<file path="src/logic/midi_bank_pkg.sv">
// types, register map and reset values for the midi bank/program select block
package midi_bank_pkg;
    typedef enum logic [1:0] {PSEL_OFF = 2'b00, PSEL_ON = 2'b01, PSEL_MIX = 2'b10} psel_e;
    typedef enum logic [1:0] {KM_FIXED = 2'b00, KM_LAYER = 2'b01, KM_SOLO = 2'b10} kbd_mode_e;
    typedef enum logic [1:0] {PC_NONE = 2'b00, PC_BANK = 2'b01, PC_PROG = 2'b10, PC_MIXSEL = 2'b11} panel_cmd_e;
    typedef enum logic [1:0] {TX_IDLE = 2'b00, TX_SCAN = 2'b01, TX_BANK = 2'b10, TX_PROG = 2'b11} tx_state_e;
    typedef enum logic [1:0] {SRC_SINGLE = 2'b00, SRC_CHAN = 2'b01, SRC_MIX = 2'b10} src_e;

    typedef struct packed {
        logic [16:0] unused;
        logic card;
        logic [3:0] kbd_ch;
        kbd_mode_e kmode;
        logic [3:0] mix_ch;
        psel_e psel;
        logic gm;
        logic mix_mode;
    } ctrl_s;

    typedef struct packed {
        logic [14:0] unused;
        logic [6:0] prog;
        logic [3:0] bank;
        logic [3:0] chan;
        panel_cmd_e cmd;
    } panel_s;

    typedef struct packed {
        logic [7:0] unused;
        logic [6:0] sprog;
        logic [3:0] sbank;
        logic [6:0] mnum;
        logic [3:0] mbank;
        logic edited;
        logic busy;
    } status_s;

    // pc = 0: controller 0 (bank select), pc = 1: program change
    typedef struct packed {
        logic pc;
        logic [3:0] chan;
        logic [6:0] value;
    } midi_msg_s;

    localparam logic [7:0] CTRL_OFS = 8'h00;
    localparam logic [7:0] OUTEN_OFS = 8'h04;
    localparam logic [7:0] PANEL_OFS = 8'h08;
    localparam logic [7:0] STATUS_OFS = 8'h0C;
    localparam logic [7:0] KEYS_OFS = 8'h10;
    localparam int STATUS_EDITED_BIT = 1;
    localparam ctrl_s CTRL_RST = ctrl_s'(32'h0000_0104);
    localparam logic [15:0] OUTEN_RST = 16'hFFFF;
    localparam logic [3:0] CARD_FIRST = 4'h5;
    localparam logic [3:0] LAST_CH = 4'hF;
endpackage

</file>
<file path="src/logic/midi_bank_program_select.sv">
// midi channel, bank select and program change handling with an ahb-lite register slave
//
// The implementer's own choices: the register addresses and the AHB-Lite interface to the registers.
`timescale 1ns/1ps
module midi_bank_program_select import midi_bank_pkg::*; (
    input wire logic ref_clk,
    input wire logic rst_n,
    input wire logic hsel,
    input wire logic [31:0] haddr,
    input wire logic [1:0] htrans,
    input wire logic hwrite,
    input wire logic [2:0] hsize,
    input wire logic [31:0] hwdata,
    input wire logic hready,
    output logic hreadyout,
    output logic hresp,
    output logic [31:0] hrdata,
    input wire logic rx_valid,
    input wire midi_msg_s rx_msg,
    output logic tx_valid,
    input wire logic tx_ready,
    output midi_msg_s tx_msg,
    output logic [15:0] key_tx_mask,
    output logic local_enable
);
    typedef struct packed {
        ctrl_s ctrl;
        logic [15:0] out_en;
        logic [3:0] sbank;
        logic [6:0] sprog;
        logic [3:0] mbank;
        logic [6:0] mnum;
        logic edited;
        logic [15:0][3:0] cbank;
        logic [15:0][6:0] cprog;
        tx_state_e tx;
        logic [3:0] idx;
        logic [15:0] mask;
        logic do_bank;
        logic do_prog;
        src_e src;
        logic wr_pend;
        logic [7:0] waddr;
        logic [31:0] rdata;
    } st_s;

    st_s s;
    st_s n;
    psel_e psel_eff;
    kbd_mode_e kmode_eff;
    logic acc;
    logic busy;

    function automatic logic [15:0] ch_bit(input logic [3:0] ch);
        ch_bit = 16'h0001 << ch;
    endfunction

    // low four bits pick the bank, so higher values wrap through the order
    function automatic logic bank_ok(input logic [6:0] v, input logic card);
        bank_ok = (v[3:0] < CARD_FIRST) || card;
    endfunction

    always_comb begin
        psel_eff = s.ctrl.gm ? PSEL_ON : (s.ctrl.psel == PSEL_OFF ? PSEL_OFF :
                   (s.ctrl.psel == PSEL_MIX ? PSEL_MIX : PSEL_ON));
        kmode_eff = s.ctrl.gm ? KM_SOLO : (s.ctrl.kmode == KM_FIXED ? KM_FIXED :
                    (s.ctrl.kmode == KM_SOLO ? KM_SOLO : KM_LAYER));
    end

    // keyboard routing toward the note path
    always_comb begin
        local_enable = kmode_eff != KM_FIXED;
        if (s.ctrl.mix_mode && kmode_eff == KM_LAYER) begin
            key_tx_mask = s.out_en;
        end else begin
            key_tx_mask = ch_bit(s.ctrl.kbd_ch);
        end
    end

    assign busy = s.tx != TX_IDLE;
    assign acc = hsel && hready && htrans[1];
    assign hreadyout = 1'b1;
    assign hresp = 1'b0;
    assign hrdata = s.rdata;
    assign tx_valid = s.tx == TX_BANK || s.tx == TX_PROG;

    always_comb begin
        tx_msg.pc = s.tx == TX_PROG;
        tx_msg.chan = s.idx;
        unique case (s.src)
            SRC_SINGLE: tx_msg.value = tx_msg.pc ? s.sprog : {3'h0, s.sbank};
            SRC_MIX: tx_msg.value = tx_msg.pc ? s.mnum : {3'h0, s.mbank};
            default: tx_msg.value = tx_msg.pc ? s.cprog[s.idx] : {3'h0, s.cbank[s.idx]};
        endcase
    end

    always_comb begin
        panel_s p;
        logic go;
        logic [15:0] sm;
        logic sb;
        logic sp;
        src_e ssrc;
        p = panel_s'(hwdata);
        go = 1'b0;
        sm = 16'h0000;
        sb = 1'b0;
        sp = 1'b0;
        ssrc = SRC_SINGLE;
        n = s;

        // ahb-lite: zero wait states, read data captured in the address phase
        n.wr_pend = acc && hwrite;
        n.waddr = haddr[7:0];
        if (acc && !hwrite) begin
            case (haddr[7:0])
                CTRL_OFS: n.rdata = s.ctrl;
                OUTEN_OFS: n.rdata = {16'h0000, s.out_en};
                STATUS_OFS: n.rdata = status_s'{8'h00, s.sprog, s.sbank, s.mnum, s.mbank, s.edited, busy};
                KEYS_OFS: n.rdata = {15'h0000, local_enable, key_tx_mask};
                default: n.rdata = 32'h0000_0000;
            endcase
        end

        // outgoing sweep over the channel mask, bank then program per channel
        unique case (s.tx)
            TX_IDLE: ;
            TX_SCAN: begin
                if (s.mask[s.idx]) begin
                    n.tx = s.do_bank ? TX_BANK : TX_PROG;
                end else if (s.idx == LAST_CH) begin
                    n.tx = TX_IDLE;
                end else begin
                    n.idx = s.idx + 4'h1;
                end
            end
            TX_BANK, TX_PROG: begin
                if (tx_ready) begin
                    if (s.tx == TX_BANK && s.do_prog) begin
                        n.tx = TX_PROG;
                    end else begin
                        n.mask[s.idx] = 1'b0;
                        n.tx = s.idx == LAST_CH ? TX_IDLE : TX_SCAN;
                        n.idx = s.idx + 4'h1;
                    end
                end
            end
        endcase
        if (psel_eff == PSEL_OFF) begin
            n.tx = TX_IDLE;
            n.mask = 16'h0000;
        end

        if (s.wr_pend) begin
            case (s.waddr)
                CTRL_OFS: n.ctrl = ctrl_s'(hwdata);
                OUTEN_OFS: n.out_en = hwdata[15:0];
                STATUS_OFS: if (hwdata[STATUS_EDITED_BIT]) n.edited = 1'b0;
                default: ;
            endcase
        end

        // panel commands are refused while a sweep is running
        if (s.wr_pend && s.waddr == PANEL_OFS && !busy) begin
            unique case (p.cmd)
                PC_NONE: ;
                PC_BANK: begin
                    go = 1'b1;
                    sb = 1'b1;
                    if (!s.ctrl.mix_mode) begin
                        n.sbank = p.bank;
                        sm = ch_bit(s.ctrl.kbd_ch);
                    end else if (psel_eff == PSEL_MIX) begin
                        n.mbank = p.bank;
                        sm = ch_bit(s.ctrl.mix_ch);
                        ssrc = SRC_MIX;
                    end else begin
                        n.mbank = p.bank;
                        sm = s.out_en;
                        sp = 1'b1;
                        ssrc = SRC_CHAN;
                    end
                end
                PC_PROG: begin
                    if (!s.ctrl.mix_mode) begin
                        n.sprog = p.prog;
                        go = 1'b1;
                        sp = 1'b1;
                        sm = ch_bit(s.ctrl.kbd_ch);
                    end else begin
                        n.cbank[p.chan] = p.bank;
                        n.cprog[p.chan] = p.prog;
                        go = psel_eff == PSEL_ON;
                        sb = 1'b1;
                        sp = 1'b1;
                        sm = s.out_en & ch_bit(p.chan);
                        ssrc = SRC_CHAN;
                    end
                end
                PC_MIXSEL: begin
                    n.mnum = p.prog;
                    n.edited = 1'b0;
                    go = psel_eff == PSEL_MIX;
                    sp = 1'b1;
                    sm = ch_bit(s.ctrl.mix_ch);
                    ssrc = SRC_MIX;
                end
            endcase
            if (go && psel_eff != PSEL_OFF) begin
                n.tx = TX_SCAN;
                n.idx = 4'h0;
                n.mask = sm;
                n.do_bank = sb;
                n.do_prog = sp;
                n.src = ssrc;
            end
        end

        // reception last, so a hardware set of edited beats a software clear
        if (rx_valid && psel_eff != PSEL_OFF) begin
            if (!s.ctrl.mix_mode) begin
                if (rx_msg.chan == s.ctrl.kbd_ch) begin
                    if (rx_msg.pc) begin
                        n.sprog = rx_msg.value;
                    end else if (!s.ctrl.gm && bank_ok(rx_msg.value, s.ctrl.card)) begin
                        n.sbank = rx_msg.value[3:0];
                    end
                end
            end else if (psel_eff == PSEL_MIX && rx_msg.chan == s.ctrl.mix_ch) begin
                if (rx_msg.pc) begin
                    n.mnum = rx_msg.value;
                end else if (bank_ok(rx_msg.value, s.ctrl.card)) begin
                    n.mbank = rx_msg.value[3:0];
                end
            end else if (rx_msg.pc) begin
                n.cprog[rx_msg.chan] = rx_msg.value;
                n.edited = 1'b1;
            end else if (!s.ctrl.gm && bank_ok(rx_msg.value, s.ctrl.card)) begin
                n.cbank[rx_msg.chan] = rx_msg.value[3:0];
                n.edited = 1'b1;
            end
        end
    end

    always_ff @(posedge ref_clk or negedge rst_n) begin
        if (!rst_n) begin
            s <= '0;
            s.ctrl <= CTRL_RST;
            s.out_en <= OUTEN_RST;
        end else begin
            s <= n;
        end
    end
endmodule

</file>
<file path="config.mk">
export PLATFORM = sky130hd
export DESIGN_NAME = midi_bank_program_select
export DESIGN_NICKNAME = d
export VERILOG_FILES = /design/src/logic/midi_bank_pkg.sv /design/src/logic/midi_bank_program_select.sv
export SDC_FILE = /design/constraint.sdc
export NUM_CORES = 1
export LEC_CHECK = 0
export ABC_AREA = 1
export BUFFER_PORTS_ARGS = -buffer_cell sky130_fd_sc_hd__buf_4
export CAP_MARGIN = 20
export CORE_AREA = 5 5 194 196
export DETAILED_ROUTE_END_ITERATION = 8
export DIE_AREA = 0 0 199 201
export PLACE_DENSITY = 0.84
export SLEW_MARGIN = 20
export SYNTH_ARGS = -nofsm -noshare
export SYNTH_HDL_FRONTEND = slang
export SYNTH_SLANG_ARGS = --single-unit
export TNS_END_PERCENT = 10
</file>
<file path="constraint.sdc">
create_clock -name ref_clk -period 1.92 [get_ports ref_clk]
set_input_delay 0.288 -clock ref_clk [delete_from_list [all_inputs] [get_ports ref_clk]]
set_output_delay 0.288 -clock ref_clk [all_outputs]
set_load 0.1 [all_outputs]
</file>
Word level (Yosys, flattened, before mapping)
Cells that the tools add are included.
W data, S select, Z words.
{"block": "totals", "ff_bits": 314}
{"block": "op_classes", "n_addsub": 1, "order_cmp": 7, "eq_ne": 21, "shifts": 3, "mux": 91, "bitwise_logic": 3, "n_reduce_logical": 34}
{"cell": "$mux W176", "count": 2}
{"cell": "$mux W225", "count": 1}
{"cell": "$bwmux W112", "count": 2}
{"cell": "$mux W199", "count": 1}
{"cell": "$mux W188", "count": 1}
{"cell": "$mux W177", "count": 1}
{"cell": "$bwmux W64", "count": 2}
{"cell": "$pmux W32 S4", "count": 1}
{"cell": "$mux W112", "count": 1}
{"cell": "$mux W16", "count": 6}
{"cell": "$mux W7", "count": 10}
{"cell": "$mux W65", "count": 1}
{"cell": "$mux W64", "count": 1}
{"cell": "$demux W7 S4", "count": 2}
{"cell": "$mux W4", "count": 13}
{"cell": "$pmux W16 S3", "count": 1}
{"cell": "$shl A1 B4 Y16 const A", "count": 3}
{"cell": "$mux W11", "count": 3}
{"cell": "$and A16 B16 Y16", "count": 2}
{"cell": "$demux W4 S4", "count": 2}
{"cell": "$bmux W7 S4", "count": 1}
{"cell": "$mux W26", "count": 1}
{"cell": "$eq A8 B4 Y1 const B", "count": 3}
{"cell": "$mux W2", "count": 12}
{"cell": "31 further kinds", "count": 87}

Longest topological paths before layout
Gate-level depths: netlist of the first run.
{"block": "logic_depth", "word_depth": 18, "ltp_mapped": 14}

Worst setup path before layout of the first run
OpenSTA, ideal clock, no wires.
{"block": "synth_path", "path_kind": "register to register", "from": "reg s[282] (netlist name)", "to": "reg s, in the netlist hrdata[9]", "setup_ns": 0.066, "arrival_time_ns": 3.528, "required_time_ns": 1.854, "path_slack_ns": -1.673, "path_stages_with_launch": 10, "period_less_slack_ns": 3.593, "path_cell_list": "dfrtp_1 -> buf_4 -> nand3_1 -> inv_1 -> buf_2 -> o21ai_0 -> nand2_1 -> nand4_1 -> nand2_1 -> nand2_1"}
{"block": "synth_between", "elab_chain_len": 3}
{"item": "from (decl)", "line": "midi_bank_program_select.sv:47", "text": "st_s s;"}
{"item": "from (signal assigned)", "line": "midi_bank_program_select.sv:251", "text": "s <= n;"}
{"item": "$logic_and A1 B1 Y1", "line": "midi_bank_program_select.sv:73", "text": "if (s.ctrl.mix_mode && kmode_eff == KM_LAYER) begin"}
{"item": "$mux W16", "line": "midi_bank_program_select.sv:73"}
{"item": "net key_tx_mask[9]", "line": "midi_bank_program_select.sv:23", "text": "output logic [15:0] key_tx_mask,"}
{"item": "$pmux W32 S4", "line": "midi_bank_program_select.sv:116", "text": "case (haddr[7:0])"}
The timed path passes the listed nets, and every way through them passes these cells.
A chain may end at the register's enable or synchronous reset.

==> results.py, run 1 <==
metrics = {
    "synth": {
        "synth.distinct_cells": 43,
        "ys_seq_area_frac": 0.409,
        "syn_area_per_cell_sq_um": 7.07,
        "ys_async_sr_fraction": 1.00,
        "synth_edf_count": 0,
        "yosys_warnings": 0,
        "netlist_area_sq_mm": 0.0192,
        "syn_inst": 2724,
        "syn_nets": 2820,
        "synth_flop_cell": "dfrtp_1",
        "synth_seq_cells": 314,
    },
    "clocking": {
        "cts.clk_slew.worst_paths_ns": 0.06,
        "cts_tree": "built",
        "cts_max_level": 2,
        "cts_buffer_depth": 3,
        "insertion_delay_ns": 0.57,
        "clockRootBuffer": "clkbuf_16",
        "cts_buffers": 37,
        "cts.sinks": 314,
    },
    "final_layout": {
        "syn_to_final_growth_pct": 32.2,
        "nNetsFinal": 3120,
        "final_common_cell": "nand2_1",
        "diodes": 0,
        "post-route-util": 0.709,
        "final_cell_mix": "nand2_1 (795), o21ai_0 (350), buf_4 (322), dfrtp_1 (291), inv_1 (238)",
        "layout-drive-gt1-share": 0.231,
    },
    "global_route": {
        "antenna_found_initial": 1,
        "grt_max_degree": 62,
        "grt_remaining_overflow": 0,
        "grt_pass1_wl_mm": 117,
        "grt_pass1_vias": 20479,
        "globalRouteTotalUtil": 0.373,
    },
    "worst_setup_path": {
        "path_cells": "buf_4, clkbuf_16, o21ai_1, nand3_1, nand4_1, nand3_2, nand2_4, buf_12",
        "cp-start-kind": "flop",
        "end_kind": "output port",
        "critical_path.slowest_cell": "dfrtp_4",
        "cp_top_family": "flip-flops",
        "required_ns": 1.63,
        "crit_buf_inv": 3,
        "cp_max_fo": 24,
        "worst_ep_arrival_time_ns": 2.41,
        "cp_slowest_stage_delay_ns": 0.53,
        "setup.worst_path.class": "reg -> out",
    },
    "timing": {
        "worst_pin_slew_ns": 0.678,
        "drv_slew": 0,
        "rsz0062_at_grt": "yes",
        "setup-tns-final_ns": -11.79,
        "clock_skew_ns": 0.0193,
        "finalSetupViolations": 39,
        "finalCriticalPeriod_ns": 2.70,
        "hold_viol_final": 0,
        "max_freq_ghz": 0.371,
        "fin_ws_ns": -0.777,
        "max-slew-margin-rel": 0.548,
        "period_share": 1.40,
    },
    "power_and_ir_drop": {
        "p_leak_nw": 12.5,
        "powerDensity_mw_per_mm2": 963,
        "vdd_drop_max_mv": 0.840,
    },
    "hold_path": {
        "hp-class": "in -> reg",
    },
    "floorplanning": {
        "start_util": 0.536,
        "die_h_um": 201,
        "die_area_sq_mm": 0.0400,
        "die_w_um": 199,
        "fp-row-count": 70,
        "ios": 152,
        "core_sq_mm": 0.0359,
    },
    "place": {
        "port_buffers": 121,
        "gp_congestion": 1.03,
        "dp_hpwl_mm": 53.8,
    },
    "route": {
        "routed_via_density": 6.09,
        "vias": 21430,
        "post-route-drc-count": 0,
        "ant_nets": 0,
        "drtPass1Iterations": 6,
        "wl_mm": 77.4,
        "wl_per_cell_um": 22.0,
        "drt_iter0_markers": 2850,
    },
    "flow_run": {
        "maxCapViolCount": 0,
    },
    "run_status": {
        "violations": "negative setup slack",
        "status": "finished, violations left",
    },
}
==> power by group <==
group	switching, W	internal (W)	total (W)
Combinational	0.00567	0.00328	0.00895
Clock	0.00299	0.00478	0.00776
Sequential	0.000423	0.00737	0.00779
Total	0.00907	0.0154	0.0245
==> path summary, 6_finish.rpt <==
check	from	to	slack (ns)	cells past startpoint
hold reg to reg	hrdata[9]	hrdata[9]	0.49	2
setup / recovery	tx_msg[7]	tx_msg[0]	-0.78	8
max in group asynchronous	rst_n	s[92]	0.86	3
min in group asynchronous	rst_n	s[303]	0.33	2
setup reg to reg	tx_msg[7]	s[65]	-0.09	12
hold / removal	hwdata[24]	s[306]	0.02	3
==> worst register-to-register path: cells and delay by family (launching register included) <==
| family | cells | cell delay [ns] |
|---|---|---|
| flops | 1 | 0.48 |
| fa+ha+maj | 1 | 0.25 |
| compound gates | 1 | 0.15 |
| simple gates | 4 | 0.41 |
| buf+inv | 6 | 0.62 |
==> synthesized netlist by cell type, drive strengths merged (2+ instances only) <==
| library cell | number | area share |
|---|---|---|
| nand2 | 857 | 0.17 |
| o21ai | 453 | 0.12 |
| dfrtp | 296 | 0.38 |
| inv | 260 | 0.051 |
| nand3 | 164 | 0.054 |
| nor2 | 153 | 0.032 |
| buf | 105 | 0.036 |
| a21oi | 97 | 0.025 |
| clkbuf | 97 | 0.019 |
| o211ai | 93 | 0.036 |
| nand4 | 30 | 0.0098 |
| o22ai | 27 | 0.0088 |
| dfstp | 18 | 0.025 |
| nor3 | 16 | 0.0064 |
| a31oi | 9 | 0.0029 |
| ha | 8 | 0.0052 |
| o31ai | 8 | 0.0031 |
| a22oi | 5 | 0.0020 |
| o221ai | 5 | 0.0023 |
| o2111ai | 4 | 0.0018 |
| xnor2 | 4 | 0.0018 |
| clkinv | 3 | 0.00059 |
| o21a | 3 | 0.0012 |
| xor2 | 3 | 0.0014 |
| conb | 2 | 0.00039 |
==> cell type report <==
| type | instances | area [sq um] |
|---|---|---|
| inverter | 263 | 1020 |
| fill | 2772 | 10500 |
| sequential | 314 | 7890 |
| multi-input combinational | 1945 | 10000 |
| timing repair buffer | 462 | 4570 |
| timing repair inverter | 1 | 16.3 |
| clock inverter | 13 | 248 |
| tap | 468 | 586 |
| clock buffer | 54 | 1090 |
==> metrics by stage <==
| stage | power (W) | cells | hold slack (ns) | cell area [sq um] | setup WS, ns |
|---|---|---|---|---|---|
| after floorplan | 0.0130 | 2724 | -0.00759 | 19500 | -0.153 |
| after global placement | 0.0158 | 3390 | 0.304 | 22400 | -0.237 |
| after detailed placement | 0.0160 | 3390 | 0.309 | 22400 | -0.236 |
| after CTS | 0.0240 | 3506 | 0.00548 | 24900 | -0.729 |
| after global routing | 0.0255 | 3520 | 0.0329 | 25400 | -0.834 |
| final | 0.0245 | 3520 | 0.0159 | 25400 | -0.777 |
==> registers in the layout, summed over array words and instances (netlist names) <==
signal	cells
tx_msg	4
hrdata	32
s	278
==> logic make-up (layout without fill, tap and decap cells) <==
logic type	after synthesis	count (layout)	share of synthesized area
XOR/XNOR	7	7	0.00319
buffers and inverters	465	793	0.106
other	2	2	0.000390
flip-flops	314	314	0.409
adder cells (fa/ha/maj)	8	8	0.00520
AO/OA/AOI/OAI	706	706	0.204
AND/OR/NAND/NOR	1222	1222	0.272
==> metal layers <==
metal / wire, um / vias up / global-route usage
met5: 13 / - / 0
met4: 5330 / 2 / 0.213
met3: 8440 / 363 / 0.0715
met2: 35200 / 1484 / 0.584
met1: 28300 / 10060 / 0.485
li1: - / 9521 / -
==> timing repair <==
action                                  in CTS  in global routing
setup buffers                               21                 13
pin swaps                                   18                 18
hold endpoints to repair                    63                  0
resized for setup                          194                151
gates cloned                                 2                  1
endpoints found under the setup margin     228                238
hold buffers                                26                  0
Note: power is estimated with default switching activity, not from simulation.
==> inputs of run 2 (changes only) <==
Settings changed: PLACE_DENSITY 0.84 to 0.74.
==> run 2 against run 1 <==
Compared with the run above: the run still ends with negative setup slack left; die area unchanged; largest cell class unchanged; critical path depth grew 3; sequential cell count stayed put; sequential power about the same; critical path type unchanged.
==> results.py, run 2 (synthesis gave the netlist of run 1 again) <==
metrics = {
    "floorplanning": {
        "core_sq_mm": 0.0359,
        "die_w_um": 199,
        "fp-row-count": 70,
        "die_area_sq_mm": 0.0400,
        "start_util": 0.536,
        "ios": 152,
        "die_h_um": 201,
    },
    "power_and_ir_drop": {
        "powerDensity_mw_per_mm2": 968,
        "p_int_w": 0.0153,
        "p_leak_nw": 12.4,
        "p_comb_frac": 0.386,
        "pwr-share-seq": 0.318,
        "p_total_w": 0.0245,
        "vdd_drop_max_mv": 1.26,
        "swShare": 0.374,
        "netSwitchingPower_w": 0.00918,
        "clkPwrFrac": 0.296,
    },
    "global_route": {
        "antenna_found_initial": 0,
        "grt_pass1_wl_mm": 116,
        "grt_max_degree": 77,
        "globalRouteTotalUtil": 0.373,
        "grt_remaining_overflow": 0,
        "grt_pass1_vias": 20118,
    },
    "worst_setup_path": {
        "path_cells": "buf_4, clkbuf_16, nand2_1, o211ai_1, nand2_1, nand2_1, nand2_1, nand3b_1, nand3_2, nand2_4, buf_12",
        "required_ns": 1.63,
        "end_kind": "output port",
        "cpMostUsedCell": "nand2_1",
        "setup.worst_path.class": "reg -> out",
        "critical_path.slowest_cell": "dfrtp_4",
        "cp_slowest_stage_delay_ns": 0.56,
        "cp-start-kind": "flop",
        "cp_max_fo": 14,
        "worst_ep_arrival_time_ns": 2.42,
    },
    "clocking": {
        "cts_buffers": 37,
        "cts_buffer_depth": 3,
        "cts_tree": "built",
        "cts_max_level": 2,
        "cts.sinks": 314,
        "insertion_delay_ns": 0.56,
        "cts.clk_slew.worst_paths_ns": 0.07,
        "clockRootBuffer": "clkbuf_16",
    },
    "place": {
        "dpl_worst_slack_ns": -0.283,
        "place_inst": 3389,
        "port_buffers": 121,
        "dp_hpwl_mm": 54.5,
        "gp_congestion": 1.03,
    },
    "route": {
        "wl_per_cell_um": 22.0,
        "routed_via_density": 5.95,
        "met2RoutedLength_mm": 35.2,
        "drt-met1-wl_mm": 30.1,
        "routed.top_layer": "met4",
        "vias": 20887,
        "drt_iter0_markers": 2447,
        "ant_nets": 0,
        "wl_mm": 77.4,
        "met3_wirelength_mm": 7.12,
        "post-route-drc-count": 0,
        "drtPass1Iterations": 6,
    },
    "final_layout": {
        "nNetsFinal": 3111,
        "stdcell_count": 3509,
        "final_cell_mix": "nand2_1 (808), o21ai_0 (344), buf_4 (309), dfrtp_1 (293), inv_1 (237)",
        "syn_to_final_growth_pct": 31.6,
        "layout-drive-gt1-share": 0.226,
        "largest_register": "s",
        "final_common_cell": "nand2_1",
        "largest_reg_flops": 278,
        "diodes": 0,
    },
    "timing": {
        "max_freq_ghz": 0.369,
        "drv_slew": 0,
        "finalSetupViolations": 64,
        "fin_ws_ns": -0.790,
        "max-slew-margin-rel": 0.549,
        "worst_pin_slew_ns": 0.676,
        "finalCriticalPeriod_ns": 2.71,
        "period_share": 1.41,
        "hold_viol_final": 0,
        "rsz0062_at_grt": "yes",
        "setup-tns-final_ns": -11.58,
        "clock_skew_ns": 0.0236,
    },
    "hold_path": {
        "hp-class": "in -> reg",
    },
    "run_status": {
        "status": "finished, violations left",
        "violations": "negative setup slack",
    },
    "flow_run": {
        "maxCapViolCount": 0,
    },
}
==> run 2: cell types whose count changed in the layout (fill, tap and decap cells not counted), moves of 7 or more <==
cell / change
nand2_1: +13
buf_6: +7
buf_4: -13
dlygate4sd3_1: -10
buf_12: +7
nand2_4: -8
==> run 2: routing by layer <==
layer,GRT usage,vias up
met1,0.499,9888
li1,-,9511
met5,0,-
met2,0.583,1201
met4,0.195,0
met3,0.0619,287
==> run 2: worst max-delay path: cells and delay by family (launching register included) <==
kind / cells / cell delay (ns)
buf+inv: 3 / 0.54
flops: 1 / 0.56
compound gates: 1 / 0.09
simple gates: 7 / 0.65
==> run 2: per-stage QoR <==
step	instance area, sq um	util	hold slack [ns]
6_report	25300	0.705	0.0139
5_1_grt	25300	0.705	0.0208
4_1_cts	24800	0.691	0.000897
3_5_place_dp	22500	0.625	0.211
3_3_place_gp	22500	0.625	0.207
2_1_floorplan	19500	-	-0.00759
==> run 2: worst paths after layout <==
kind / from / end / slack, ns / depth (start not counted)
min in group asynchronous: rst_n / hrdata[1] / 0.25 / 2
max reg2reg: tx_msg[7] / tx_msg[10] / -0.16 / 11
min: hwdata[30] / s[312] / 0.01 / 3
max in group asynchronous: rst_n / s[80] / 0.89 / 4
min reg2reg: hrdata[16] / hrdata[16] / 0.48 / 2
max: tx_msg[7] / tx_msg[3] / -0.79 / 11
==> run 2: power groups by stage <==
stage / registers, W / logic, W / clock network (W)
floorplan: 0.00772 / 0.00529 / 0
global placement: 0.00784 / 0.00807 / 0
detailed placement: 0.00786 / 0.00820 / 0
CTS: 0.00776 / 0.00864 / 0.00732
global route: 0.00785 / 0.0102 / 0.00755
finish: 0.00780 / 0.00946 / 0.00725
==> run 2: area by class of cell <==
type                    instances  area (sq um)
fillers                      2994         10600
multi-input cells            1945          9950
flip-flops and latches        314          7890
repair buffers                453          4640
clock buffers                  53          1050
inverters                     263          1030
well taps                     468           586
clock inverters                12           171
repair inverters                1          16.3
==> run 2: repair_timing <==
action | 4_1_cts | 5_1_grt
setup endpoints to repair | 208 | 255
resized for setup | 218 | 110
setup buffers | 22 | 10
endpoints found under the hold margin | 59 | 0
cloned | 3 | 6
pin swaps | 24 | 31
hold buffers | 16 | 0
